**config.mk**
```make
export PLATFORM = sky130hd
export DESIGN_NAME = sssp_top
export DESIGN_NICKNAME = d
export VERILOG_FILES = /design/src/sssp_sync.v /design/src/sssp_shift.v /design/src/sssp_top.v
export VERILOG_INCLUDE_DIRS = /design/src
export SDC_FILE = /design/constraint.sdc
export NUM_CORES = 1
export LEC_CHECK = 0
export BUFFER_PORTS_ARGS = -buffer_cell sky130_fd_sc_hd__buf_2
export CORE_ASPECT_RATIO = 2
export CORE_MARGIN = 2
export CORE_UTILIZATION = 55
export CTS_CLUSTER_DIAMETER = 50
export DETAILED_ROUTE_END_ITERATION = 12
export PLACE_DENSITY = 0.89
export SYNTH_ARGS = -nofsm -noshare
export SYNTH_HDL_FRONTEND = slang
export SYNTH_SLANG_ARGS = --single-unit
```
**constraint.sdc**
```tcl
create_clock -name i_clk -period 8.1 [get_ports i_clk]
set_input_delay 0.81 -clock i_clk [delete_from_list [all_inputs] [get_ports i_clk]]
set_output_delay 0.81 -clock i_clk [all_outputs]
set_load 0.02 [all_outputs]
```
**src/sssp_map.vh**
```
// Register offsets, field positions and reset values of the serial slave port.
`ifndef SSSP_MAP_VH
`define SSSP_MAP_VH
`define SSSP_ADDR_W          12
`define SSSP_OFF_RX_STATUS   12'h000
`define SSSP_OFF_TX_BUF      12'h004
`define SSSP_OFF_TX_STATUS   12'h008
`define SSSP_OFF_BAUD_CTRL   12'h00C
`define SSSP_OFF_RATE_HIGH   12'h010
`define SSSP_OFF_RATE_LOW    12'h014
`define SSSP_OFF_RX_BUF      12'h018
`define SSSP_OFF_INT_CTRL    12'h01C
`define SSSP_OFF_PWR_CTRL    12'h020
// Receive status and control fields.
`define SSSP_RS_PORT_EN      7
`define SSSP_RS_RX9          6
`define SSSP_RS_SINGLE       5
`define SSSP_RS_CONT         4
`define SSSP_RS_FRAME        2
`define SSSP_RS_OVER         1
`define SSSP_RS_NINTH        0
// Transmit status and control fields.
`define SSSP_TS_CLK_SRC      7
`define SSSP_TS_TX9          6
`define SSSP_TS_TX_EN        5
`define SSSP_TS_SYNC         4
`define SSSP_TS_SR_EMPTY     1
`define SSSP_TS_NINTH        0
// Interrupt control fields.
`define SSSP_IC_RX_FLAG      3
`define SSSP_IC_TX_FLAG      2
`define SSSP_IC_RX_IE        1
`define SSSP_IC_TX_IE        0
// Power control fields.
`define SSSP_PC_SLEEP        0
`define SSSP_PC_IDLE         1
// Reset values and frame bit counts.
`define SSSP_RST_BYTE        8'h00
`define SSSP_RST_WORD        9'h000
`define SSSP_RST_CNT         4'h0
`define SSSP_BITS_8          4'h8
`define SSSP_BITS_9          4'h9
`endif

```
**src/sssp_sync.v**
```verilog
// Three-stage input synchroniser with agreement filter.
`timescale 1ns/1ps
module sssp_sync
(
   // Clock and reset.
   input  wire i_clk,
   input  wire i_reset,
   // Raw and filtered level.
   input  wire i_async,
   output reg  o_level
);
   reg s1_ff;
   reg s2_ff;
   reg s3_ff;

   always @(posedge i_clk or posedge i_reset)
   begin
      if (i_reset)
      begin
         s1_ff   <= 1'b0;
         s2_ff   <= 1'b0;
         s3_ff   <= 1'b0;
         o_level <= 1'b0;
      end
      else
      begin
         s1_ff <= i_async;
         s2_ff <= s1_ff;
         s3_ff <= s2_ff;
         if (s2_ff == s3_ff)
            o_level <= s3_ff;
      end
   end
endmodule

```
**src/sssp_shift.v**
```verilog
// Shift engine driven by detected shift clock edges.
`timescale 1ns/1ps
`include "sssp_map.vh"
module sssp_shift
(
   // Clock and reset.
   input  wire       i_clk,
   input  wire       i_reset,
   // Shift clock edges and data in.
   input  wire       i_rise,
   input  wire       i_fall,
   input  wire       i_din,
   // Control.
   input  wire       i_tx_mode,
   input  wire       i_rx_mode,
   input  wire       i_nine,
   input  wire       i_load,
   input  wire [8:0] i_load_word,
   // Status and results.
   output reg        o_busy,
   output reg        o_dout,
   output reg        o_tx_done,
   output reg        o_rx_done,
   output reg  [8:0] o_rx_word
);
   reg [8:0] sr_ff;
   reg [3:0] cnt_ff;
   wire [3:0] nbits = i_nine ? `SSSP_BITS_9 : `SSSP_BITS_8;

   always @(posedge i_clk or posedge i_reset)
   begin
      if (i_reset)
      begin
         sr_ff     <= `SSSP_RST_WORD;
         cnt_ff    <= `SSSP_RST_CNT;
         o_busy    <= 1'b0;
         o_dout    <= 1'b0;
         o_tx_done <= 1'b0;
         o_rx_done <= 1'b0;
         o_rx_word <= `SSSP_RST_WORD;
      end
      else
      begin
         o_tx_done <= 1'b0;
         o_rx_done <= 1'b0;
         if (i_tx_mode)
         begin
            if (i_load && !o_busy)
            begin
               o_dout <= i_load_word[0];
               sr_ff  <= {1'b0, i_load_word[8:1]};
               cnt_ff <= nbits - 4'h1;
               o_busy <= 1'b1;
            end
            else if (o_busy && i_rise)
            begin
               if (cnt_ff == `SSSP_RST_CNT)
               begin
                  o_busy    <= 1'b0;
                  o_tx_done <= 1'b1;
               end
               else
               begin
                  o_dout <= sr_ff[0];
                  sr_ff  <= {1'b0, sr_ff[8:1]};
                  cnt_ff <= cnt_ff - 4'h1;
               end
            end
         end
         else if (i_rx_mode)
         begin
            o_busy <= 1'b0;
            if (i_fall)
            begin
               if (cnt_ff == nbits - 4'h1)
               begin
                  cnt_ff    <= `SSSP_RST_CNT;
                  o_rx_done <= 1'b1;
                  if (i_nine)
                     o_rx_word <= {i_din, sr_ff[8:1]};
                  else
                     o_rx_word <= {1'b0, i_din, sr_ff[8:2]};
               end
               else
               begin
                  cnt_ff <= cnt_ff + 4'h1;
                  sr_ff  <= {i_din, sr_ff[8:1]};
               end
            end
         end
         else
         begin
            o_busy <= 1'b0;
            cnt_ff <= `SSSP_RST_CNT;
         end
      end
   end
endmodule

```
**src/sssp_top.v**
```verilog
// Synchronous slave serial port with APB register access.
//
// Implementation choices: the placing of the registers and register access over APB.
`timescale 1ns/1ps
`include "sssp_map.vh"
module sssp_top
(
   // Clock and reset.
   input  wire        i_clk,
   input  wire        i_reset,
   // APB slave.
   input  wire        i_psel,
   input  wire        i_penable,
   input  wire        i_pwrite,
   input  wire [11:0] i_paddr,
   input  wire [31:0] i_pwdata,
   output reg  [31:0] o_prdata,
   output reg         o_pready,
   output reg         o_pslverr,
   // Serial pins.
   input  wire        i_shift_clock_pin,
   input  wire        i_serial_data_pin,
   output reg         o_serial_data_pin,
   output reg         o_serial_data_oe,
   // Wake request.
   output reg         o_wake
);
   // ------------------------------------------------------------------
   // Registers
   // ------------------------------------------------------------------
   reg [7:0] rx_ctrl_ff;
   reg [7:0] tx_ctrl_ff;
   reg [7:0] baud_ff;
   reg [7:0] rate_hi_ff;
   reg [7:0] rate_lo_ff;
   reg [7:0] tx_buf_ff;
   reg       tx_buf_ninth_ff;
   reg       tx_full_ff;
   reg       tx_flag_ff;
   reg [7:0] rx_buf_ff;
   reg       rx_ninth_ff;
   reg       rx_flag_ff;
   reg       over_ff;
   reg       frame_ff;
   reg       tx_ie_ff;
   reg       rx_ie_ff;
   reg [1:0] pwr_ff;
   reg       clk_prev_ff;

   wire clk_lvl;
   wire din_lvl;
   wire sh_busy;
   wire sh_dout;
   wire tx_done;
   wire rx_done;
   wire [8:0] rx_word;

   function sel;
      input [11:0] addr;
      input [11:0] off;
      begin
         sel = (addr == off);
      end
   endfunction

   // ------------------------------------------------------------------
   // Pin synchronisers
   // ------------------------------------------------------------------
   sssp_sync u_clk_sync
   (
      .i_clk   (i_clk),
      .i_reset (i_reset),
      .i_async (i_shift_clock_pin),
      .o_level (clk_lvl)
   );

   sssp_sync u_din_sync
   (
      .i_clk   (i_clk),
      .i_reset (i_reset),
      .i_async (i_serial_data_pin),
      .o_level (din_lvl)
   );

   always @(posedge i_clk or posedge i_reset)
   begin
      if (i_reset)
         clk_prev_ff <= 1'b0;
      else
         clk_prev_ff <= clk_lvl;
   end

   wire clk_rise = clk_lvl & ~clk_prev_ff;
   wire clk_fall = ~clk_lvl & clk_prev_ff;

   // ------------------------------------------------------------------
   // Mode decode
   // ------------------------------------------------------------------
   wire port_on  = rx_ctrl_ff[`SSSP_RS_PORT_EN] & tx_ctrl_ff[`SSSP_TS_SYNC];
   // The clock source bit clear selects the external shift clock.
   wire slave    = port_on & ~tx_ctrl_ff[`SSSP_TS_CLK_SRC];
   wire cont_rx  = rx_ctrl_ff[`SSSP_RS_CONT];
   // Single receive enable is ignored; only continuous receive counts.
   wire rx_mode  = slave & cont_rx;
   wire tx_mode  = slave & ~rx_mode & tx_ctrl_ff[`SSSP_TS_TX_EN];
   wire tx9      = tx_ctrl_ff[`SSSP_TS_TX9];
   wire rx9      = rx_ctrl_ff[`SSSP_RS_RX9];
   // Sleep and idle inputs never gate the shift engine.
   wire load_req = tx_full_ff & ~sh_busy & tx_mode;

   sssp_shift u_shift
   (
      .i_clk       (i_clk),
      .i_reset     (i_reset),
      .i_rise      (clk_rise),
      .i_fall      (clk_fall),
      .i_din       (din_lvl),
      .i_tx_mode   (tx_mode),
      .i_rx_mode   (rx_mode),
      .i_nine      (rx_mode ? rx9 : tx9),
      .i_load      (load_req),
      .i_load_word ({tx_buf_ninth_ff, tx_buf_ff}),
      .o_busy      (sh_busy),
      .o_dout      (sh_dout),
      .o_tx_done   (tx_done),
      .o_rx_done   (rx_done),
      .o_rx_word   (rx_word)
   );

   // ------------------------------------------------------------------
   // APB access
   // ------------------------------------------------------------------
   wire wr = i_psel & i_penable & i_pwrite & o_pready;
   wire rd = i_psel & i_penable & ~i_pwrite & o_pready;
   wire known = sel(i_paddr, `SSSP_OFF_RX_STATUS)
              | sel(i_paddr, `SSSP_OFF_TX_BUF)
              | sel(i_paddr, `SSSP_OFF_TX_STATUS)
              | sel(i_paddr, `SSSP_OFF_BAUD_CTRL)
              | sel(i_paddr, `SSSP_OFF_RATE_HIGH)
              | sel(i_paddr, `SSSP_OFF_RATE_LOW)
              | sel(i_paddr, `SSSP_OFF_RX_BUF)
              | sel(i_paddr, `SSSP_OFF_INT_CTRL)
              | sel(i_paddr, `SSSP_OFF_PWR_CTRL);
   wire wr_txb = wr & sel(i_paddr, `SSSP_OFF_TX_BUF);
   wire rd_rxb = rd & sel(i_paddr, `SSSP_OFF_RX_BUF);
   wire wr_rxs = wr & sel(i_paddr, `SSSP_OFF_RX_STATUS);
   wire wr_txs = wr & sel(i_paddr, `SSSP_OFF_TX_STATUS);
   wire wr_bdc = wr & sel(i_paddr, `SSSP_OFF_BAUD_CTRL);
   wire wr_rth = wr & sel(i_paddr, `SSSP_OFF_RATE_HIGH);
   wire wr_rtl = wr & sel(i_paddr, `SSSP_OFF_RATE_LOW);
   wire wr_icr = wr & sel(i_paddr, `SSSP_OFF_INT_CTRL);
   wire wr_pwr = wr & sel(i_paddr, `SSSP_OFF_PWR_CTRL);

   // ------------------------------------------------------------------
   // Status decode
   // ------------------------------------------------------------------
   wire sr_empty = ~(sh_busy | load_req);
   wire rx_take  = rx_done & (~rx_flag_ff | rd_rxb);
   wire rx_lost  = rx_done & rx_flag_ff & ~rd_rxb;

   reg [7:0] rd_mux;
   always @*
   begin
      rd_mux = `SSSP_RST_BYTE;
      if (sel(i_paddr, `SSSP_OFF_RX_STATUS))
         rd_mux = {rx_ctrl_ff[7:3], frame_ff, over_ff, rx_ninth_ff};
      else if (sel(i_paddr, `SSSP_OFF_TX_BUF))
         rd_mux = tx_buf_ff;
      else if (sel(i_paddr, `SSSP_OFF_TX_STATUS))
         rd_mux = {tx_ctrl_ff[7:2], sr_empty, tx_ctrl_ff[0]};
      else if (sel(i_paddr, `SSSP_OFF_BAUD_CTRL))
         rd_mux = baud_ff;
      else if (sel(i_paddr, `SSSP_OFF_RATE_HIGH))
         rd_mux = rate_hi_ff;
      else if (sel(i_paddr, `SSSP_OFF_RATE_LOW))
         rd_mux = rate_lo_ff;
      else if (sel(i_paddr, `SSSP_OFF_RX_BUF))
         rd_mux = rx_buf_ff;
      else if (sel(i_paddr, `SSSP_OFF_INT_CTRL))
         rd_mux = {4'h0, rx_flag_ff, tx_flag_ff, rx_ie_ff, tx_ie_ff};
      else if (sel(i_paddr, `SSSP_OFF_PWR_CTRL))
         rd_mux = {6'h00, pwr_ff};
   end

   always @(posedge i_clk or posedge i_reset)
   begin
      if (i_reset)
      begin
         o_pready  <= 1'b0;
         o_prdata  <= 32'h00000000;
         o_pslverr <= 1'b0;
      end
      else
      begin
         o_pready  <= i_psel & ~i_penable;
         o_pslverr <= i_psel & ~i_penable & ~known;
         o_prdata  <= {24'h000000, rd_mux};
      end
   end

   // ------------------------------------------------------------------
   // Control registers
   // ------------------------------------------------------------------
   always @(posedge i_clk or posedge i_reset)
   begin
      if (i_reset)
      begin
         rx_ctrl_ff <= `SSSP_RST_BYTE;
         tx_ctrl_ff <= `SSSP_RST_BYTE;
         baud_ff    <= `SSSP_RST_BYTE;
         rate_hi_ff <= `SSSP_RST_BYTE;
         rate_lo_ff <= `SSSP_RST_BYTE;
         tx_ie_ff   <= 1'b0;
         rx_ie_ff   <= 1'b0;
         pwr_ff     <= 2'b00;
      end
      else
      begin
         if (wr_rxs)
            rx_ctrl_ff <= {i_pwdata[7:3], 3'b000};
         if (wr_txs)
            tx_ctrl_ff <= {i_pwdata[7:2], 1'b0, i_pwdata[0]};
         if (wr_bdc)
            baud_ff <= i_pwdata[7:0];
         if (wr_rth)
            rate_hi_ff <= i_pwdata[7:0];
         if (wr_rtl)
            rate_lo_ff <= i_pwdata[7:0];
         if (wr_icr)
         begin
            tx_ie_ff <= i_pwdata[`SSSP_IC_TX_IE];
            rx_ie_ff <= i_pwdata[`SSSP_IC_RX_IE];
         end
         if (wr_pwr)
            pwr_ff <= i_pwdata[1:0];
      end
   end

   // ------------------------------------------------------------------
   // Transmit buffer
   // ------------------------------------------------------------------
   always @(posedge i_clk or posedge i_reset)
   begin
      if (i_reset)
      begin
         tx_buf_ff       <= `SSSP_RST_BYTE;
         tx_buf_ninth_ff <= 1'b0;
         tx_full_ff      <= 1'b0;
         tx_flag_ff      <= 1'b1;
      end
      else
      begin
         if (wr_txb)
         begin
            tx_buf_ff       <= i_pwdata[7:0];
            tx_buf_ninth_ff <= tx_ctrl_ff[`SSSP_TS_NINTH];
            tx_full_ff      <= 1'b1;
            tx_flag_ff      <= 1'b0;
         end
         else if (load_req)
         begin
            // The buffer frees only on transfer into the shifter.
            tx_full_ff <= 1'b0;
            tx_flag_ff <= 1'b1;
         end
      end
   end

   // ------------------------------------------------------------------
   // Receive buffer and flags
   // ------------------------------------------------------------------
   always @(posedge i_clk or posedge i_reset)
   begin
      if (i_reset)
      begin
         rx_buf_ff   <= `SSSP_RST_BYTE;
         rx_ninth_ff <= 1'b0;
         rx_flag_ff  <= 1'b0;
         over_ff     <= 1'b0;
         frame_ff    <= 1'b0;
      end
      else
      begin
         if (rx_take)
         begin
            rx_buf_ff   <= rx_word[7:0];
            rx_ninth_ff <= rx_word[8];
            rx_flag_ff  <= 1'b1;
         end
         else if (rd_rxb)
            rx_flag_ff <= 1'b0;
         if (!cont_rx)
         begin
            over_ff  <= 1'b0;
            frame_ff <= 1'b0;
         end
         else if (rx_lost)
            over_ff <= 1'b1;
      end
   end

   // ------------------------------------------------------------------
   // Pin drive and wake
   // ------------------------------------------------------------------
   always @(posedge i_clk or posedge i_reset)
   begin
      if (i_reset)
      begin
         o_serial_data_pin <= 1'b0;
         o_serial_data_oe  <= 1'b0;
         o_wake            <= 1'b0;
      end
      else
      begin
         o_serial_data_pin <= sh_dout;
         o_serial_data_oe  <= tx_mode;
         o_wake <= (tx_flag_ff & tx_ie_ff)
                 | (rx_flag_ff & rx_ie_ff);
      end
   end
endmodule

```
==> summary.md, run 1 <==
| Metric | Value |
|---|---|
| Clk_lat worst skew | `0.36 ns` |
| Crit path time final | `3.16 ns` |
| Hold Crit Class | `reg2reg` |
| Setup_tns | `0 ns` |
| Total Wirelength | `12,700 um` |
| Post-route cell area | `0.00580 mm^2` |
| Placed inst area | `0.00545 mm^2` |
| Crit-path max FO | `25` |
| Net Switching | `256 uW` |
| Detailed placement HPWL | `9020 um` |
| IO Pins | `88` |
| Required time worst endpoint | `8.34 ns` |
| Clock Power Share | `46.3%` |
| Max-slew headroom | `19.9%` |
| Pre-antenna DRT Iters | `5` |
| Highest-count cells in the layout ignoring fill and taps | `dfrtp_1, mux2_2, a21oi_1` |
| Syn Area/Cell | `11.0 um^2` |
| Crit end category | `register` |
| Skew final | `0.00781 ns` |
| Port bufs | `39` |
| Std-Cell Core Area | `0.00932 mm^2` |
| Hold slack | `0.360 ns` |
| Met3 routed WL | `681 um` |
| CTS tree | `done` |
| Ys flop type | `dfrtp_1` |
| Post-CTS Resized | `0` |
| Top Layer Used | `met4` |
| Antenna-violating nets left | `0` |
| Crit path from | `i_paddr[3]` |
| Mapped Cells | `478` |
| Layout Cells excl Fill | `622` |
| Worst slew pin tran | `1.20 ns` |
| Synth async-reset ratio | `100%` |
| Critical path class | `in2reg` |
| Area delta synth->final | `10.2%` |
| Hold wc startpoint | `u_clk_sync.s1_ff$_DFF_PP0_` |
| Switching share of total power | `22.7%` |
| Pint | `874 uW` |
| PwrDens | `195 mW/mm^2` |
| Area used by multi-input combinational logic | `0.00231 mm^2` |
| Post-synthesis cell area | `0.00527 mm^2` |
| Yosys reg bits | `109` |
| Ant diodes | `0` |
| Max Slew Vio Count | `0` |
| Status | `complete, no violations` |
| Clock Tree Root | `clkbuf_16` |
| Fmax | `316 MHz` |
| Hold-fix buffer count after cts | `0` |
| RR Startpoint | `u_shift.cnt_ff[0]$_DFFE_PP0P_` |
| Reg power frac | `48.7%` |
| Worst hold path depth | `0` |
| Num Clock Sinks | `109` |
| Congestion Overflow GR | `0` |
| Unique masters post-synth | `58` |
| Total power | `1130 uW` |
| Die H | `142 um` |
| Most common cell after layout, fill and taps aside | `dfrtp_1` |
| Starting Density | `56.5%` |
| Inserted Clock Buffers | `9` |
| DR vias | `3,936` |
| Number of synthesized flops with an enable pin | `0` |
| Reg2Reg Depth | `7` |
| FILL cells | `672` |
| Synth Warn # | `0` |
| Placed Cells | `606` |
| Critical Path Source Type | `primary input` |
| RD Place Congestion | `0.934` |
| Max VDD drop | `191 uV` |
| Largest net degree at the start of global routing | `61` |
| Metal2 WL | `6990 um` |
| Die area | `0.0104 mm^2` |
| Residual DRC | `0` |
| Comb pwr share | `5.0%` |
| Final number of hold-violating endpoints | `0` |
| Register area | `0.00273 mm^2` |
| Vias in the first global route | `3,876` |
| P_leak | `0.00279 uW` |
| Period utilization | `39.0%` |
| H-tree levels | `3` |
| Die width | `73.2 um` |
| Setup violators final | `0` |
| Row Count | `50` |
| Initial DRC count | `532` |
| Total GRT Usage | `25.6%` |
| CP arrival | `3.40 ns` |
| Antenna violations before repair | `0` |
| Sequential area share after synthesis | `51.8%` |
| Nets | `566` |
| Global-route wire length before repair | `19,900 um` |
| RSZ-0062 raised after global routing | `false` |
| Total of max-cap violations | `0` |
| Routed vias/inst | `6.33` |
| Layout cells sized above 1 | `24.7%` |
| Post-CTS setup buffer count | `0` |
| Metal-1 WL | `4380 um` |
| CTS Buffer Depth | `2` |
| Clock-pin slew of the registers on the worst-case setup and hold paths | `0.07 ns` |
| Wirelength per Cell | `20.4 um` |
==> worst max-delay path: stages <==
cell,delay [ns]
buf_2,0.39
nor2b_1,0.58
and2_1,0.28
nand4_1,0.15
nor2_1,0.75
mux2_2,0.44
==> per-stage QoR <==
step,util (%),worst slack [ns]
5_1_grt,62.3,4.91
2_1_floorplan,-,4.42
4_1_cts,62.3,5.12
3_3_place_gp,58.5,4.80
3_5_place_dp,58.5,4.76
6_report,62.3,4.94
==> cell usage after synthesis, drive strengths merged, types with 4 or more instances <==
cell / n / share of area, %
o211ai: 5 / 0.71
a21oi: 40 / 3.8
dfrtp: 108 / 51
nand2b: 6 / 0.71
clkbuf: 11 / 0.78
a22o: 6 / 1.0
nor4: 6 / 1.1
nor2b: 6 / 0.71
mux2: 57 / 13
nor2: 33 / 2.4
mux2i: 19 / 3.6
o22ai: 5 / 0.59
inv: 16 / 1.1
nand3: 10 / 0.95
nor3: 8 / 0.95
a31oi: 4 / 0.47
buf: 30 / 4.1
o21ai: 28 / 2.7
nand2: 33 / 2.4
a22oi: 4 / 0.57
==> layer usage <==
layer | global-route usage, % | up-vias
li1 | - | 1722
met1 | 27.5 | 1918
met2 | 45.4 | 231
met3 | 5.03 | 65
met4 | 14.2 | 0
met5 | 0 | -
==> cell families (layout without fill, tap and decap cells) <==
| kind of cell | after synthesis | in the layout | synth area share (%) |
|---|---|---|---|
| mux | 76 | 76 | 16.4 |
| compound gates | 106 | 106 | 12.4 |
| other cells | 1 | 24 | 0.0712 |
| simple gates | 123 | 123 | 12.2 |
| xor+xnor | 2 | 2 | 0.333 |
| buf+inv | 57 | 74 | 6.01 |
| fa+ha+maj | 4 | 4 | 0.855 |
| flops | 109 | 109 | 51.8 |
==> registers in the layout, indices dropped and copies added, names as in the netlist, 2 cells and up <==
name and count:
u_shift.sr_ff 9, tx_buf_ff 8, pwr_ff 2, rx_buf_ff 8
u_shift.cnt_ff 4, rx_ctrl_ff 5, tx_ctrl_ff 7, rate_lo_ff 8
rate_hi_ff 8, o_prdata 8, baud_ff 8, u_shift.o_rx_word 9
==> layout make-up <==
type                       instances  share of cell area (%)
clock buffer                      10                    4.12
clock inverter                     6                    2.00
inverter                          16                    1.08
multi-input combinational        335                    39.8
sequential                       109                    47.0
tap                              104                    2.24
timing repair buffer              42                    3.75
==> final timing paths <==
path	end	slack, ns
max	tx_ctrl_ff[0]$_DFFE_PP0P_	4.94
min	u_clk_sync.s2_ff$_DFF_PP0_	0.36
max reg2reg	u_shift.sr_ff[8]$_DFFE_PP0P_	5.38
min reg2reg	u_clk_sync.s2_ff$_DFF_PP0_	0.36
max in group asynchronous	tx_ctrl_ff[0]$_DFFE_PP0P_	6.39
min in group asynchronous	rx_buf_ff[0]$_DFFE_PP0P_	0.53
==> power by group through the flow <==
| stage | sequential (uW) | clock [uW] | combinational (uW) |
|---|---|---|---|
| 6_report | 550 | 523 | 57.1 |
| 4_1_cts | 550 | 526 | 56.4 |
| 5_1_grt | 550 | 547 | 62.6 |
| 2_1_floorplan | 561 | 0 | 44.3 |
| 3_5_place_dp | 561 | 0 | 56.2 |
| 3_3_place_gp | 560 | 0 | 54.8 |
Power figures use the tool's default switching activity.
==> run 2: changes to the inputs <==
--- a/config.mk
+++ b/config.mk
@@ -9,10 +9,10 @@
 export BUFFER_PORTS_ARGS = -buffer_cell sky130_fd_sc_hd__buf_2
 export CORE_ASPECT_RATIO = 2
 export CORE_MARGIN = 2
-export CORE_UTILIZATION = 55
+export CORE_UTILIZATION = 51
 export CTS_CLUSTER_DIAMETER = 50
 export DETAILED_ROUTE_END_ITERATION = 12
-export PLACE_DENSITY = 0.89
+export PLACE_DENSITY = 0.87
 export SYNTH_ARGS = -nofsm -noshare
 export SYNTH_HDL_FRONTEND = slang
 export SYNTH_SLANG_ARGS = --single-unit
==> constraint.sdc (replaced) <==
create_clock -name i_clk -period 2.6 [get_ports i_clk]
set_input_delay 0.26 -clock i_clk [delete_from_list [all_inputs] [get_ports i_clk]]
set_output_delay 0.26 -clock i_clk [all_outputs]
set_load 0.02 [all_outputs]
==> run 2 against run 1 <==
  * Register-to-register slack got worse by 5.1 ns
  * Final area rose by 2.7%
  * Total power grew to 2.9 times the previous value
  * Core utilization decreased by 3.2 points
  * Worst setup slack worse by 4.6 ns
  * Sequential share of layout area down 1.2 points
  * Wire length is 1.7% lower
  * Global-route usage decreased by 1.4 points
  * Combinational power increased to 3.3 times the previous value
  * Die area grew 7.5%
  * Critical path depth grew 1
  * Clock power increased to 2.5 times the previous value
==> summary.md, run 2 (same netlist as run 1, synthesis figures left out) <==
| Metric | Value |
|---|---|
| Inserted Clock Buffers | `9` |
| Highest-count cells in the layout ignoring fill and taps | `dfrtp_1, mux2_2, a21oi_1` |
| Initial DRC count | `437` |
| PwrDens | `542 mW/mm^2` |
| Area delta synth->final | `13.1%` |
| Placed Cells | `658` |
| Vias in the first global route | `3,931` |
| Std-Cell Core Area | `0.0101 mm^2` |
| Post-CTS setup buffer count | `0` |
| DR vias | `3,926` |
| Critical path class | `reg2reg` |
| Global-route wire length before repair | `20,100 um` |
| Fmax | `433 MHz` |
| Most common cell after layout, fill and taps aside | `dfrtp_1` |
| Num Clock Sinks | `109` |
| Clock-pin slew of the registers on the worst-case setup and hold paths | `0.07 ns` |
| Wirelength per Cell | `18.5 um` |
| Register area | `0.00273 mm^2` |
| Antenna violations before repair | `0` |
| Clk_lat worst skew | `0.35 ns` |
| Crit path time final | `2.31 ns` |
| Row Count | `52` |
| Starting Density | `52.2%` |
| Layout cells sized above 1 | `27.5%` |
| Worst slack, placed | `-0.0328 ns` |
| CTS tree | `done` |
| Crit end category | `register` |
| Status | `complete, no violations` |
| Clock Tree Root | `clkbuf_16` |
| Required time worst endpoint | `2.79 ns` |
| Layout Cells excl Fill | `673` |
| Area used by multi-input combinational logic | `0.00231 mm^2` |
| Routed vias/inst | `5.83` |
| Max-slew headroom | `57.0%` |
| Period utilization | `88.9%` |
| Hold Crit Class | `in2reg` |
| Pre-antenna DRT Iters | `5` |
| Port bufs | `39` |
| H-tree levels | `3` |
| Detailed placement HPWL | `9300 um` |
| Final number of hold-violating endpoints | `0` |
| Total GRT Usage | `24.3%` |
| Residual DRC | `0` |
| Placed inst area | `0.00566 mm^2` |
| Max Slew Vio Count | `0` |
| FILL cells | `762` |
| IO Pins | `88` |
| Die width | `75.9 um` |
| Top flop regs | `u_shift.o_rx_word x9, u_shift.sr_ff x9` |
| Crit-path max FO | `17` |
| Critical Path Source Type | `register` |
| Nets | `588` |
| Worst slew pin tran | `0.645 ns` |
| Total Wirelength | `12,500 um` |
| Antenna-violating nets left | `0` |
| Setup violators final | `0` |
| Ant diodes | `0` |
| Post-route cell area | `0.00596 mm^2` |
| CP arrival | `2.50 ns` |
| Total of max-cap violations | `0` |
| CTS Buffer Depth | `2` |
| Max VDD drop | `327 uV` |
| Setup WS post-layout | `0.289 ns` |
| Die H | `148 um` |
| P_leak | `0.00288 uW` |
| Skew final | `0.00819 ns` |
| Largest net degree at the start of global routing | `62` |
| RSZ-0062 raised after global routing | `false` |
| Congestion Overflow GR | `0` |
| RD Place Congestion | `0.986` |
| Die area | `0.0112 mm^2` |
## run 2: final cells by class
cell class | instances | share of cell area, %
clock inverters | 1 | 0.0840
multi-input cells | 335 | 38.8
repair buffers | 64 | 6.68
inverters | 16 | 1.07
clock buffers | 13 | 4.70
flip-flops and latches | 109 | 45.8
well taps | 135 | 2.83
## run 2: report_power, final
group | switching, uW | total (uW) | internal [uW]
combinational | 141 | 191 | 49.8
clock | 582 | 1320 | 743
sequential | 8.00 | 1710 | 1710
## run 2: final timing paths
kind                                               start                      endpoint  slack (ns)  cells after the start
min                                    i_shift_clock_pin    u_clk_sync.s1_ff$_DFF_PP0_        0.01                      1
max reg2reg                u_shift.cnt_ff[0]$_DFFE_PP0P_  u_shift.sr_ff[8]$_DFFE_PP0P_        0.29                      7
min in group asynchronous                        i_reset     tx_ctrl_ff[4]$_DFFE_PP0P_        0.47                      3
max in group asynchronous                        i_reset           o_pslverr$_DFF_PP0_        1.40                      4
max                        u_shift.cnt_ff[0]$_DFFE_PP0P_  u_shift.sr_ff[8]$_DFFE_PP0P_        0.29                      7
min reg2reg                   u_clk_sync.s1_ff$_DFF_PP0_    u_clk_sync.s2_ff$_DFF_PP0_        0.35                      0
## run 2: layer usage
metal | vias up | wire length, um | global-route usage, %
met5 | - | 0 | 0
met4 | 0 | 1040 | 17.9
met3 | 70 | 623 | 4.91
met2 | 193 | 6490 | 39.2
met1 | 1892 | 4300 | 26.9
li1 | 1771 | - | -
## run 2: through the flow
step	hold slack [ns]	power (uW)	TNS (ns)	utilization, %
floorplan	0.291	1890	0	-
global placement	0.307	1930	0	56.1
detailed placement	0.314	1940	-0.0328	56.1
CTS	0.0110	3230	0	59.1
global route	0.00435	3330	0	59.1
finish	0.0103	3230	0	59.1
## run 2: critical path: stages (launching register included)
cell and delay [ns]:
dfrtp_1 0.43, inv_1 0.07, ha_1 0.21, or3b_2 0.20
nand4b_1 0.16, a32o_1 0.33, o21bai_2 0.53, o32ai_1 0.21
## run 2: timing repair
action | 4_1_cts | 5_1_grt
endpoints found under the hold margin | 20 | 0
setup endpoints to repair | 1 | 0
resized for setup | 1 | 0
hold buffers | 1 | 0
